File: config.mk
export PLATFORM = sky130hd
export DESIGN_NAME = cpuseq_core
export DESIGN_NICKNAME = d
export VERILOG_FILES = /design/src/cpuseq_pkg.sv /design/src/cpuseq_if.sv /design/src/cpuseq_stack.sv /design/src/cpuseq_alu.sv /design/src/cpuseq_core.sv
export VERILOG_INCLUDE_DIRS = /design/src
export SDC_FILE = /design/constraint.sdc
export NUM_CORES = 1
export LEC_CHECK = 0
export BUFFER_PORTS_ARGS = -buffer_cell sky130_fd_sc_hd__buf_2
export CORE_MARGIN = 4
export CORE_UTILIZATION = 47
export DETAILED_ROUTE_END_ITERATION = 10
export HOLD_SLACK_MARGIN = 0.06
export PLACE_DENSITY = 0.67
export SLEW_MARGIN = 10
export SYNTH_ARGS = -nofsm -noshare
export SYNTH_HDL_FRONTEND = slang
export SYNTH_SLANG_ARGS = --single-unit
File: constraint.sdc
create_clock -name aclk -period 6.3 [get_ports aclk]
set_clock_uncertainty 0.2 [all_clocks]
set_input_delay 0 -clock aclk [delete_from_list [all_inputs] [get_ports aclk]]
set_output_delay 0 -clock aclk [all_outputs]
set_load 0.1 [all_outputs]
File: src/cpuseq_cfg.svh
`ifndef CPUSEQ_CFG_SVH
`define CPUSEQ_CFG_SVH

// program counter and return stack geometry
`define CPUSEQ_PC_W 13
`define CPUSEQ_PAGE_W 8
`define CPUSEQ_STACK_DEPTH 8
`define CPUSEQ_STACK_PTR_W 3
`define CPUSEQ_STACK_CNT_W 4
`define CPUSEQ_INSTR_W 16
`define CPUSEQ_DATA_W 8

// reset values
`define CPUSEQ_RESET_PC 13'h0000
`define CPUSEQ_RESET_PHASES 4'h1
`define CPUSEQ_RESET_STATUS 4'h0
`define CPUSEQ_RESET_RUN 1'b1

// register byte offsets
`define CPUSEQ_ADDR_W 8
`define CPUSEQ_OFF_PCL 8'h00
`define CPUSEQ_OFF_STATUS 8'h04
`define CPUSEQ_OFF_CTRL 8'h08

// status and control bit positions
`define CPUSEQ_ST_C 0
`define CPUSEQ_ST_AC 1
`define CPUSEQ_ST_Z 2
`define CPUSEQ_ST_OV 3
`define CPUSEQ_CTRL_RUN 0

// bus response codes
`define CPUSEQ_RESP_OKAY 2'h0
`define CPUSEQ_RESP_SLVERR 2'h2

`endif

File: src/cpuseq_pkg.sv
`include "cpuseq_cfg.svh"

package cpuseq_pkg;

   // decoder's class of the executing instruction
   typedef enum logic [2:0] {
      cls_normal,
      cls_extended,
      jump_op,
      call_op,
      subroutine_return_op,
      interrupt_return_op,
      skip_if_zero_op,
      skip_if_nonzero_op
   } cpuseq_class_type;

   typedef enum logic [3:0] {
      alu_pass, alu_add, alu_adc, alu_sub, alu_sbc, alu_and, alu_or,
      alu_xor, alu_cpl, alu_rr, alu_rrc, alu_rl, alu_rlc, alu_inc, alu_dec
   } cpuseq_alu_op_type;

   // kind of the current instruction cycle
   typedef enum logic [1:0] {
      mode_run,
      mode_ext,
      mode_flush
   } cpuseq_mode_type;

   typedef enum logic [1:0] {
      reg_none,
      reg_pcl,
      reg_status,
      reg_ctrl
   } cpuseq_reg_type;

   typedef struct packed {
      logic [`CPUSEQ_STACK_DEPTH-1:0][`CPUSEQ_PC_W-1:0] slot;
      logic [`CPUSEQ_STACK_PTR_W-1:0] wp;
      logic [`CPUSEQ_STACK_CNT_W-1:0] count;
   } cpuseq_stack_state_type;

   typedef struct packed {
      logic [3:0] phases;
      cpuseq_mode_type mode;
      logic [`CPUSEQ_PC_W-1:0] pc;
      logic [`CPUSEQ_PC_W-1:0] pf_addr;
      logic [`CPUSEQ_PC_W-1:0] ir_addr;
      logic [`CPUSEQ_INSTR_W-1:0] pf_word;
      logic [`CPUSEQ_INSTR_W-1:0] ir;
      logic pf_valid;
      logic ir_valid;
      logic [3:0] status;
      logic run;
      logic pcl_pend;
      logic [`CPUSEQ_PAGE_W-1:0] pcl_val;
      logic [`CPUSEQ_DATA_W-1:0] result;
      logic [`CPUSEQ_DATA_W-1:0] result_dest;
      logic result_we;
      logic int_ack;
      logic int_return;
      logic aw_got;
      logic [`CPUSEQ_ADDR_W-1:0] awaddr;
      logic w_got;
      logic [31:0] wdata;
      logic [3:0] wstrb;
      logic bvalid;
      logic [1:0] bresp;
      logic rvalid;
      logic [31:0] rdata;
      logic [1:0] rresp;
   } cpuseq_core_state_type;

endpackage

File: src/cpuseq_if.sv
`include "cpuseq_cfg.svh"

// return stack port; push and pop are strobes
interface cpuseq_stack_if;
   logic push;
   logic pop;
   logic [`CPUSEQ_PC_W-1:0] push_pc;
   logic [`CPUSEQ_PC_W-1:0] top_pc;
   logic full;
   logic empty;
   modport core (output push, pop, push_pc, input top_pc, full, empty);
   modport store (input push, pop, push_pc, output top_pc, full, empty);
endinterface

// combinational alu port; flags are {ov, z, ac, c}
interface cpuseq_alu_if;
   cpuseq_pkg::cpuseq_alu_op_type op;
   logic [`CPUSEQ_DATA_W-1:0] a;
   logic [`CPUSEQ_DATA_W-1:0] b;
   logic cin;
   logic [`CPUSEQ_DATA_W-1:0] result;
   logic [3:0] flags;
   logic [3:0] upd;
   modport core (output op, a, b, cin, input result, flags, upd);
   modport unit (input op, a, b, cin, output result, flags, upd);
endinterface

File: src/cpuseq_stack.sv
`include "cpuseq_cfg.svh"

module cpuseq_stack (
   // clock and reset
   input logic aclk,
   input logic aresetn,
   // port to the sequencer
   cpuseq_stack_if.store bus
);

   cpuseq_pkg::cpuseq_stack_state_type s;
   cpuseq_pkg::cpuseq_stack_state_type next_s;
   logic [`CPUSEQ_STACK_PTR_W-1:0] top_idx;

   // circular store: a push when full overwrites the oldest
   assign top_idx = s.wp - `CPUSEQ_STACK_PTR_W'(1);
   assign bus.top_pc = s.slot[top_idx];
   assign bus.full = (s.count == `CPUSEQ_STACK_CNT_W'(`CPUSEQ_STACK_DEPTH));
   assign bus.empty = (s.count == '0);

   // push, pop and level tracking
   always_comb begin
      next_s = s;
      if (bus.push) begin
         next_s.slot[s.wp] = bus.push_pc;
         next_s.wp = s.wp + `CPUSEQ_STACK_PTR_W'(1);
         if (!bus.full) begin
            next_s.count = s.count + `CPUSEQ_STACK_CNT_W'(1);
         end
      end else if (bus.pop && !bus.empty) begin
         next_s.wp = top_idx;
         next_s.count = s.count - `CPUSEQ_STACK_CNT_W'(1);
      end
   end

   // empty stack after reset; slot contents are cleared too
   always_ff @(posedge aclk) begin
      if (!aresetn) begin
         s <= '0;
      end else begin
         s <= next_s;
      end
   end

endmodule

File: src/cpuseq_alu.sv
`include "cpuseq_cfg.svh"

module cpuseq_alu (
   // operands in, result and flags out
   cpuseq_alu_if.unit bus
);

   logic [`CPUSEQ_DATA_W-1:0] bx;
   logic cx;
   logic [`CPUSEQ_DATA_W:0] sum;
   logic [4:0] nib;

   // subtraction is add of the complement, so carry means no borrow
   always_comb begin
      bx = bus.b;
      cx = 1'b0;
      unique case (bus.op)
         cpuseq_pkg::alu_adc: cx = bus.cin;
         cpuseq_pkg::alu_sub: begin
            bx = ~bus.b;
            cx = 1'b1;
         end
         cpuseq_pkg::alu_sbc: begin
            bx = ~bus.b;
            cx = bus.cin;
         end
         cpuseq_pkg::alu_inc: begin
            bx = 8'h00;
            cx = 1'b1;
         end
         cpuseq_pkg::alu_dec: bx = 8'hFF;
         default: cx = 1'b0;
      endcase
   end

   assign sum = {1'b0, bus.a} + {1'b0, bx} + {8'h00, cx};
   assign nib = {1'b0, bus.a[3:0]} + {1'b0, bx[3:0]} + {4'h0, cx};

   // result and the flags it may change
   always_comb begin
      bus.result = bus.a;
      bus.flags = 4'h0;
      bus.upd = 4'h4;
      unique case (bus.op)
         cpuseq_pkg::alu_add, cpuseq_pkg::alu_adc,
         cpuseq_pkg::alu_sub, cpuseq_pkg::alu_sbc: begin
            bus.result = sum[7:0];
            bus.flags[`CPUSEQ_ST_C] = sum[8];
            bus.flags[`CPUSEQ_ST_AC] = nib[4];
            bus.flags[`CPUSEQ_ST_OV] = (bus.a[7] == bx[7]) &&
                                       (sum[7] != bus.a[7]);
            bus.upd = 4'hF;
         end
         cpuseq_pkg::alu_inc, cpuseq_pkg::alu_dec: bus.result = sum[7:0];
         cpuseq_pkg::alu_and: bus.result = bus.a & bus.b;
         cpuseq_pkg::alu_or: bus.result = bus.a | bus.b;
         cpuseq_pkg::alu_xor: bus.result = bus.a ^ bus.b;
         cpuseq_pkg::alu_cpl: bus.result = ~bus.a;
         cpuseq_pkg::alu_rr: begin
            bus.result = {bus.a[0], bus.a[7:1]};
            bus.upd = 4'h0;
         end
         cpuseq_pkg::alu_rl: begin
            bus.result = {bus.a[6:0], bus.a[7]};
            bus.upd = 4'h0;
         end
         cpuseq_pkg::alu_rrc: begin
            bus.result = {bus.cin, bus.a[7:1]};
            bus.flags[`CPUSEQ_ST_C] = bus.a[0];
            bus.upd = 4'h1;
         end
         cpuseq_pkg::alu_rlc: begin
            bus.result = {bus.a[6:0], bus.cin};
            bus.flags[`CPUSEQ_ST_C] = bus.a[7];
            bus.upd = 4'h1;
         end
         default: bus.result = bus.a;
      endcase
      bus.flags[`CPUSEQ_ST_Z] = (bus.result == 8'h00);
   end

endmodule

File: src/cpuseq_core.sv
`include "cpuseq_cfg.svh"

// Behaviour
// - four phases form one instruction cycle
// - first phase advances counter and fetches
// - fetch of next overlaps current execution
// - extended two cycles, branches one more
// - branch: branch cycle, then dummy cycle fetching target
// - 13-bit counter, low byte software visible
// - low byte write jumps in page, dummy
// - branches and reset load counter directly
// - taken skip discards prefetch, dummy cycle
// - eight level stack, hidden from software
// - call/interrupt push, returns pop counter
// - stack empty after reset
// - full stack withholds interrupt acknowledge
// - call on full stack loses oldest
// - 8-bit alu result to named register
// - alu updates status flags
// - execution starts fetching at zero
module cpuseq_core (
   // clock and reset
   input logic aclk,
   input logic aresetn,
   // axi4-lite register slave
   input logic [`CPUSEQ_ADDR_W-1:0] s_axi_awaddr,
   input logic [2:0] s_axi_awprot,
   input logic s_axi_awvalid,
   output logic s_axi_awready,
   input logic [31:0] s_axi_wdata,
   input logic [3:0] s_axi_wstrb,
   input logic s_axi_wvalid,
   output logic s_axi_wready,
   output logic [1:0] s_axi_bresp,
   output logic s_axi_bvalid,
   input logic s_axi_bready,
   input logic [`CPUSEQ_ADDR_W-1:0] s_axi_araddr,
   input logic [2:0] s_axi_arprot,
   input logic s_axi_arvalid,
   output logic s_axi_arready,
   output logic [31:0] s_axi_rdata,
   output logic [1:0] s_axi_rresp,
   output logic s_axi_rvalid,
   input logic s_axi_rready,
   // program memory fetch port
   output logic [`CPUSEQ_PC_W-1:0] pmem_addr,
   output logic pmem_rd,
   input logic [`CPUSEQ_INSTR_W-1:0] pmem_data,
   // instruction in execution and its decode
   output logic [`CPUSEQ_INSTR_W-1:0] instr_word,
   output logic [`CPUSEQ_PC_W-1:0] instr_addr,
   output logic instr_valid,
   output logic exec_strobe,
   input cpuseq_pkg::cpuseq_class_type dec_class,
   input logic [`CPUSEQ_PC_W-1:0] dec_target,
   // alu request and result
   input logic alu_en,
   input cpuseq_pkg::cpuseq_alu_op_type alu_op,
   input logic [`CPUSEQ_DATA_W-1:0] alu_a,
   input logic [`CPUSEQ_DATA_W-1:0] alu_b,
   input logic [`CPUSEQ_DATA_W-1:0] alu_dest,
   output logic [`CPUSEQ_DATA_W-1:0] result_data,
   output logic [`CPUSEQ_DATA_W-1:0] result_dest,
   output logic result_we,
   output logic [3:0] status_flags,
   // interrupt controller
   input logic int_request,
   input logic [`CPUSEQ_PC_W-1:0] int_vector,
   output logic int_ack,
   output logic int_return,
   // sequencing state
   output logic [3:0] instruction_cycle_phases,
   output logic [4:0] pc_upper_bits
);

   cpuseq_pkg::cpuseq_core_state_type s;
   cpuseq_pkg::cpuseq_core_state_type next_s;
   cpuseq_pkg::cpuseq_reg_type wr_reg;
   cpuseq_pkg::cpuseq_reg_type rd_reg;
   logic t1;
   logic t2;
   logic t4;
   logic fetching;
   logic redirect;
   logic take_skip;
   logic wr_fire;

   cpuseq_stack_if stk ();
   cpuseq_alu_if alu ();

   // register map decode for both bus paths
   function automatic cpuseq_pkg::cpuseq_reg_type cpuseq_decode(
      input logic [`CPUSEQ_ADDR_W-1:0] addr);
      cpuseq_pkg::cpuseq_reg_type r;
      unique case (addr)
         `CPUSEQ_OFF_PCL: r = cpuseq_pkg::reg_pcl;
         `CPUSEQ_OFF_STATUS: r = cpuseq_pkg::reg_status;
         `CPUSEQ_OFF_CTRL: r = cpuseq_pkg::reg_ctrl;
         default: r = cpuseq_pkg::reg_none;
      endcase
      return r;
   endfunction

   cpuseq_stack u_stack (
      .aclk(aclk),
      .aresetn(aresetn),
      .bus(stk)
   );

   cpuseq_alu u_alu (
      .bus(alu)
   );

   // phase strobes; the ring only turns while running
   assign t1 = s.run && s.phases[0];
   assign t2 = s.run && s.phases[1];
   assign t4 = s.run && s.phases[3];
   assign fetching = s.mode != cpuseq_pkg::mode_ext;

   // alu operands from the decoder, carry from status
   assign alu.op = alu_op;
   assign alu.a = alu_a;
   assign alu.b = alu_b;
   assign alu.cin = s.status[`CPUSEQ_ST_C];

   // skip decided by this cycle's alu zero
   always_comb begin
      take_skip = 1'b0;
      if (dec_class == cpuseq_pkg::skip_if_zero_op) begin
         take_skip = alu.flags[`CPUSEQ_ST_Z];
      end else if (dec_class == cpuseq_pkg::skip_if_nonzero_op) begin
         take_skip = !alu.flags[`CPUSEQ_ST_Z];
      end
   end

   // handshake outputs from registered state
   assign pmem_rd = t1 && fetching;
   assign exec_strobe = t4 && s.ir_valid &&
                        (s.mode != cpuseq_pkg::mode_ext);
   assign s_axi_awready = !s.aw_got && !s.bvalid;
   assign s_axi_wready = !s.w_got && !s.bvalid;
   assign s_axi_arready = !s.rvalid;
   assign wr_fire = s.aw_got && s.w_got;
   assign wr_reg = cpuseq_decode(s.awaddr);
   assign rd_reg = cpuseq_decode(s_axi_araddr);

   // data outputs from the state register
   assign pmem_addr = s.pc;
   assign instr_word = s.ir;
   assign instr_addr = s.ir_addr;
   assign instr_valid = s.ir_valid;
   assign result_data = s.result;
   assign result_dest = s.result_dest;
   assign result_we = s.result_we;
   assign status_flags = s.status;
   assign int_ack = s.int_ack;
   assign int_return = s.int_return;
   assign instruction_cycle_phases = s.phases;
   assign pc_upper_bits = s.pc[12:8];
   assign s_axi_bvalid = s.bvalid;
   assign s_axi_bresp = s.bresp;
   assign s_axi_rvalid = s.rvalid;
   assign s_axi_rdata = s.rdata;
   assign s_axi_rresp = s.rresp;

   // sequencer, writeback and register slave
   always_comb begin
      next_s = s;
      next_s.result_we = 1'b0;
      next_s.int_ack = 1'b0;
      next_s.int_return = 1'b0;
      redirect = 1'b0;
      stk.push = 1'b0;
      stk.pop = 1'b0;
      stk.push_pc = s.pf_addr;

      // four phase ring, T1 first
      if (s.run) begin
         next_s.phases = {s.phases[2:0], s.phases[3]};
      end

      // T1: fetch at pc, prefetched word enters execution
      if (t1 && fetching) begin
         next_s.pc = s.pc + `CPUSEQ_PC_W'(1);
         next_s.pf_addr = s.pc;
         next_s.pf_valid = 1'b1;
         next_s.ir = s.pf_word;
         next_s.ir_addr = s.pf_addr;
         // flush cycles execute nothing
         next_s.ir_valid = s.pf_valid &&
                           (s.mode == cpuseq_pkg::mode_run);
      end

      // T2: memory answers one cycle after the strobe
      if (t2 && fetching) begin
         next_s.pf_word = pmem_data;
      end

      // T4: retire and pick the next cycle
      if (t4) begin
         next_s.mode = cpuseq_pkg::mode_run;
         if (s.mode == cpuseq_pkg::mode_ext) begin
            next_s.mode = cpuseq_pkg::mode_run;
         end else if (s.ir_valid) begin
            if (alu_en) begin
               next_s.result = alu.result;
               next_s.result_dest = alu_dest;
               next_s.result_we = 1'b1;
               for (int i = 0; i < 4; i++) begin
                  if (alu.upd[i]) begin
                     next_s.status[i] = alu.flags[i];
                  end
               end
            end
            unique case (dec_class)
               cpuseq_pkg::cls_extended: begin
                  next_s.mode = cpuseq_pkg::mode_ext;
               end
               cpuseq_pkg::jump_op: begin
                  next_s.pc = dec_target;
                  redirect = 1'b1;
               end
               cpuseq_pkg::call_op: begin
                  // a full stack still takes the call
                  stk.push = 1'b1;
                  next_s.pc = dec_target;
                  redirect = 1'b1;
               end
               cpuseq_pkg::subroutine_return_op,
               cpuseq_pkg::interrupt_return_op: begin
                  stk.pop = 1'b1;
                  next_s.pc = stk.top_pc;
                  next_s.int_return =
                     dec_class == cpuseq_pkg::interrupt_return_op;
                  redirect = 1'b1;
               end
               cpuseq_pkg::skip_if_zero_op,
               cpuseq_pkg::skip_if_nonzero_op: begin
                  // pc already points past the skipped word
                  redirect = take_skip;
               end
               cpuseq_pkg::cls_normal: begin
                  redirect = 1'b0;
               end
            endcase
         end

         // software jump and interrupt only at a plain boundary
         if (!redirect && s.mode == cpuseq_pkg::mode_run &&
             next_s.mode == cpuseq_pkg::mode_run) begin
            if (s.pcl_pend) begin
               next_s.pc = {s.pc[12:8], s.pcl_val};
               next_s.pcl_pend = 1'b0;
               redirect = 1'b1;
            end else if (int_request && s.pf_valid && !stk.full) begin
               // push the address of the prefetched, unexecuted word
               stk.push = 1'b1;
               next_s.pc = int_vector;
               next_s.int_ack = 1'b1;
               redirect = 1'b1;
            end
         end
         if (redirect) begin
            next_s.mode = cpuseq_pkg::mode_flush;
         end
      end

      // write halves taken in either order
      if (s_axi_awvalid && s_axi_awready) begin
         next_s.aw_got = 1'b1;
         next_s.awaddr = s_axi_awaddr;
      end
      if (s_axi_wvalid && s_axi_wready) begin
         next_s.w_got = 1'b1;
         next_s.wdata = s_axi_wdata;
         next_s.wstrb = s_axi_wstrb;
      end

      // write once both halves are held
      if (wr_fire) begin
         next_s.aw_got = 1'b0;
         next_s.w_got = 1'b0;
         next_s.bvalid = 1'b1;
         next_s.bresp = `CPUSEQ_RESP_OKAY;
         unique case (wr_reg)
            cpuseq_pkg::reg_pcl: begin
               if (s.wstrb[0]) begin
                  next_s.pcl_pend = 1'b1;
                  next_s.pcl_val = s.wdata[7:0];
               end
            end
            cpuseq_pkg::reg_status: begin
               // an alu update in the same cycle wins
               if (s.wstrb[0] && !(t4 && s.ir_valid && alu_en)) begin
                  next_s.status = s.wdata[3:0];
               end
            end
            cpuseq_pkg::reg_ctrl: begin
               if (s.wstrb[0]) begin
                  next_s.run = s.wdata[`CPUSEQ_CTRL_RUN];
               end
            end
            cpuseq_pkg::reg_none: begin
               next_s.bresp = `CPUSEQ_RESP_SLVERR;
            end
         endcase
      end else if (s.bvalid && s_axi_bready) begin
         next_s.bvalid = 1'b0;
      end

      // read answer registered at the address edge
      if (s_axi_arvalid && s_axi_arready) begin
         next_s.rvalid = 1'b1;
         next_s.rresp = `CPUSEQ_RESP_OKAY;
         next_s.rdata = 32'h00000000;
         unique case (rd_reg)
            cpuseq_pkg::reg_pcl: begin
               // low byte of the executing instruction's address
               next_s.rdata[7:0] = s.ir_addr[7:0];
            end
            cpuseq_pkg::reg_status: begin
               next_s.rdata[3:0] = s.status;
            end
            cpuseq_pkg::reg_ctrl: begin
               next_s.rdata[`CPUSEQ_CTRL_RUN] = s.run;
            end
            cpuseq_pkg::reg_none: begin
               next_s.rresp = `CPUSEQ_RESP_SLVERR;
            end
         endcase
      end else if (s.rvalid && s_axi_rready) begin
         next_s.rvalid = 1'b0;
      end
   end

   // state register; no software path to the stack
   always_ff @(posedge aclk) begin
      if (!aresetn) begin
         s <= '0;
         s.phases <= `CPUSEQ_RESET_PHASES;
         s.mode <= cpuseq_pkg::mode_run;
         s.pc <= `CPUSEQ_RESET_PC;
         s.status <= `CPUSEQ_RESET_STATUS;
         s.run <= `CPUSEQ_RESET_RUN;
      end else begin
         s <= next_s;
      end
   end

endmodule

==> qor.yml <==
crit_path_end: "pmem_addr[7]"
multiInputGateArea_mm2: 0.00765
slew_headroom_pct: 7.53
rr_startpoint: "status_flags[0]"
worstMarginPinSlew_ps: 1380
clk_pin_slew_worst_paths_ps: 60
pre_cts_ws_ps: 933
gp_congestion: 0.876
regArea_mm2: 0.00509
vias: 14100
yosysWarnings: 0
crit_path_cell_trace: "dlygate4sd3_1 > buf_2 > or2_2 > nand2_1 > o21ai_0 > a22oi_1 > o21ai_0 > fa_1 > inv_1 > fa_1 > nand2b_1 > a21oi_1 > xor2_1 > a211oi_1 > o2111ai_1 > nor4_2 > buf_4 > mux2i_2 > buf_4 > and2_1 > a222oi_1 > dlygate4sd3_1 > a21oi_1 > dlygate4sd3_1"
netlist-cell-type-count: 81
vias_per_cell: 5.85
cts_made_buffers: 28
crit_type: "input pin to flop"
pwr-share-seq_pct: 40.6
wl_um: 46800
synth_seq_area_share_pct: 35.9
clkLatencyLatePin_ps: 550
synth_flop_cell: "dfxtp_1"
power.internal_mw: 2.90
rrSetupSlack_ps: 670
placed_area_mm2: 0.0145
path_buf_inv: 7
nFillCells: 2575
dp_hpwl_um: 28800
antenna_found_initial: 3
die_x_um: 182
post_route_cells_drive_above_1_share_pct: 16.6
root_buffer: "clkbuf_16"
power.switching_mw: 1.23
htree_levels: 1
synth_seq_cells: 254
vdd_ir_drop_max_mv: 0.229
netlist_area_mm2: 0.0142
cp_slowest_stage_delay_ps: 590
report.power.total_mw: 4.12
avgRoutedWirePerCell_um: 19.4
worstSetupStartpointType: "input pin"
grt.met3_usage_pct: 5.47
critPathMostFrequentCell: "dlygate4sd3_1"
grt_max_degree: 109
cts_tree: "built"
synthArstFlopShare_pct: 0
power.density_mw_per_mm2: 239
design.core.area_mm2: 0.0297
holdWs_ps: 80.0
fin_nets: 2180
p_leak_nw: 6.77
final_util_pct: 58.0
grt.total_usage_pct: 26.6
overflow: 0
postSynthCellCount: 1808
cts.sinks: 254
final_common_cell: "nand2_1"
hold_class: "input pin to flop"
cp.depth: 24
cp.arrival_ps: 6260
power_frac_clock_pct: 41.4
r2r_end: "pmem_addr[7]"
grt.busiest_layer: "met2"
timing.final.crit_period_ps: 5980
dr.pass1.iters: 6
hold_viol_final: 0
synth.avg_cell_area_um2: 7.84
status: "finished clean"
first_global_vias: 13500
use_met1_pct: 34.9
ant_nets: 0
rows: 63
critPathCaptureType: "flop"
grt_pass1_wl_um: 72900
instances_no_fill: 2413
synth-edff-count: 0
ios: 258
crit_required_ps: 6580
cp_slowest_cell: "dlygate4sd3_1"
finalMaxSlewViolations: 0
drc: 0
finalCritPeriodShare_pct: 94.9
final_cell_mix: "275 x nand2_1, 262 x a21oi_1, 253 x dfxtp_1"
critPathTopFamily: "buffers and inverters"
initial_core_util_pct: 47.7
worstPathMaxFanout: 19
dieArea_mm2: 0.0330
comb_power_share_pct: 17.9
rsz0062_at_grt: "false"
cts_buffer_depth: 3
tns_ps: 0
cap_violations: 0
syn2layout_area_growth_pct: 21.6
port_buffers: 198
dp.cells: 2188
drt_iter0_drc: 1518
final_area_mm2: 0.0172
fmax_ghz: 0.167
use_met2_pct: 43.6
crit_start: "alu_op[3]"
postLayoutSetupSlackWorst_ps: 319
setup_violations: 0
rr_worst_depth: 18
die_h_um: 182
swShare_pct: 29.7
cts_setup_buffers: 0
==> power by group through the flow <==
stage               sequential, mW  clock [mW]  combinational, mW
floorplan                     1.70           0              0.518
global placement              1.71           0              0.628
detailed placement            1.71           0              0.634
CTS                           1.67        1.72              0.719
global route                  1.68        1.79              0.789
finish                        1.67        1.71              0.739
==> flip-flops by register name (all words and copies together) (netlist names), 8 cells and up <==
signal       flops
result_data      8
pmem_addr       13
s               48
s_axi_rdata      8
u_stack.s      111
result_dest      8
instr_addr      13
stk.push_pc     13
instr_word      16
==> worst min-delay path by stage <==
stage | from | endpoint | slack [ps] | cells past startpoint
final | alu_op[0] | status_flags[0] | 80 | 7
after detailed placement | s_axi_rready | s_axi_rvalid | -10 | 2
after global placement | s_axi_rready | s_axi_rvalid | -20 | 2
after CTS | pmem_data[11] | s[146] | 60 | 4
after global routing | pmem_data[11] | s[146] | 80 | 4
after floorplan | s_axi_rready | s_axi_rvalid | -100 | 1
==> worst register-to-register path: stages (launching register included) <==
cell and delay [ps]:
dfxtp_1 590, a32o_1 260, fa_1 190, inv_1 50
fa_1 400, nand2b_1 180, a21oi_1 210, xor2_1 100
a211oi_1 390, o2111ai_1 210, nor4_2 240, buf_4 180
mux2i_2 220, buf_4 190, and2_1 460, a222oi_1 210
dlygate4sd3_1 590, a21oi_1 150, dlygate4sd3_1 560
==> cell families (layout without fill, tap and decap cells) <==
logic type / count (synthesis) / count (layout) / synth area share, %
other: 1 / 27 / 0.0265
adders and majority gates: 39 / 39 / 3.60
muxes: 66 / 66 / 7.11
and+or+nand+nor: 617 / 617 / 19.7
buffers and inverters: 290 / 479 / 11.1
xor gates and xnor gates: 23 / 23 / 1.47
AOI/OAI and AO/OA: 518 / 518 / 21.2
DFF: 254 / 254 / 35.9
==> cell usage after synthesis, types with 5 or more instances <==
library cell	count	area (um^2)
and3_1	12	75.1
nand2_1	276	1040
nor2_1	92	345
inv_1	35	131
nand2b_1	13	81.3
dfxtp_1	254	5080
clkbuf_1	101	379
a221oi_1	15	131
o21ai_0	142	711
buf_6	7	78.8
ha_1	36	450
buf_2	17	85.1
buf_4	108	811
and2_1	14	87.6
nor3_1	30	150
nand3_1	131	656
mux2i_1	25	250
o21a_1	5	37.5
nor2b_1	6	37.5
a21oi_1	262	1310
o32ai_1	5	43.8
xnor2_1	10	87.6
buf_1	21	78.8
a22oi_1	15	113
nand4_1	10	62.6
a31oi_1	8	50.1
mux2_2	14	158
xor2_1	12	105
or3_1	5	31.3
a22o_1	7	61.3
mux4_2	26	586
==> metal layers <==
metal / vias to the layer above / part of all wire (%)
li1: 6615 / -
met4: 4 / 3.5
met1: 6737 / 41
met2: 642 / 46
met3: 119 / 9.0
met5: - / 0.045
==> cell type report <==
| cell class | instances | share of cell area [%] |
|---|---|---|
| clock buffer | 39 | 4.72 |
| multi-input combinational | 1289 | 44.4 |
| timing repair buffer | 393 | 16.8 |
| clock inverter | 12 | 0.893 |
| tap | 390 | 2.83 |
| antenna | 1 | 0.0145 |
| sequential | 254 | 29.5 |
| inverter | 35 | 0.791 |
==> repair_timing <==
action	CTS	global route
hold buffers	173	0
gates resized for setup	0	3
hold endpoints to repair	93	0
endpoints found under the setup margin	0	6
(Power assumes the default switching activity.)
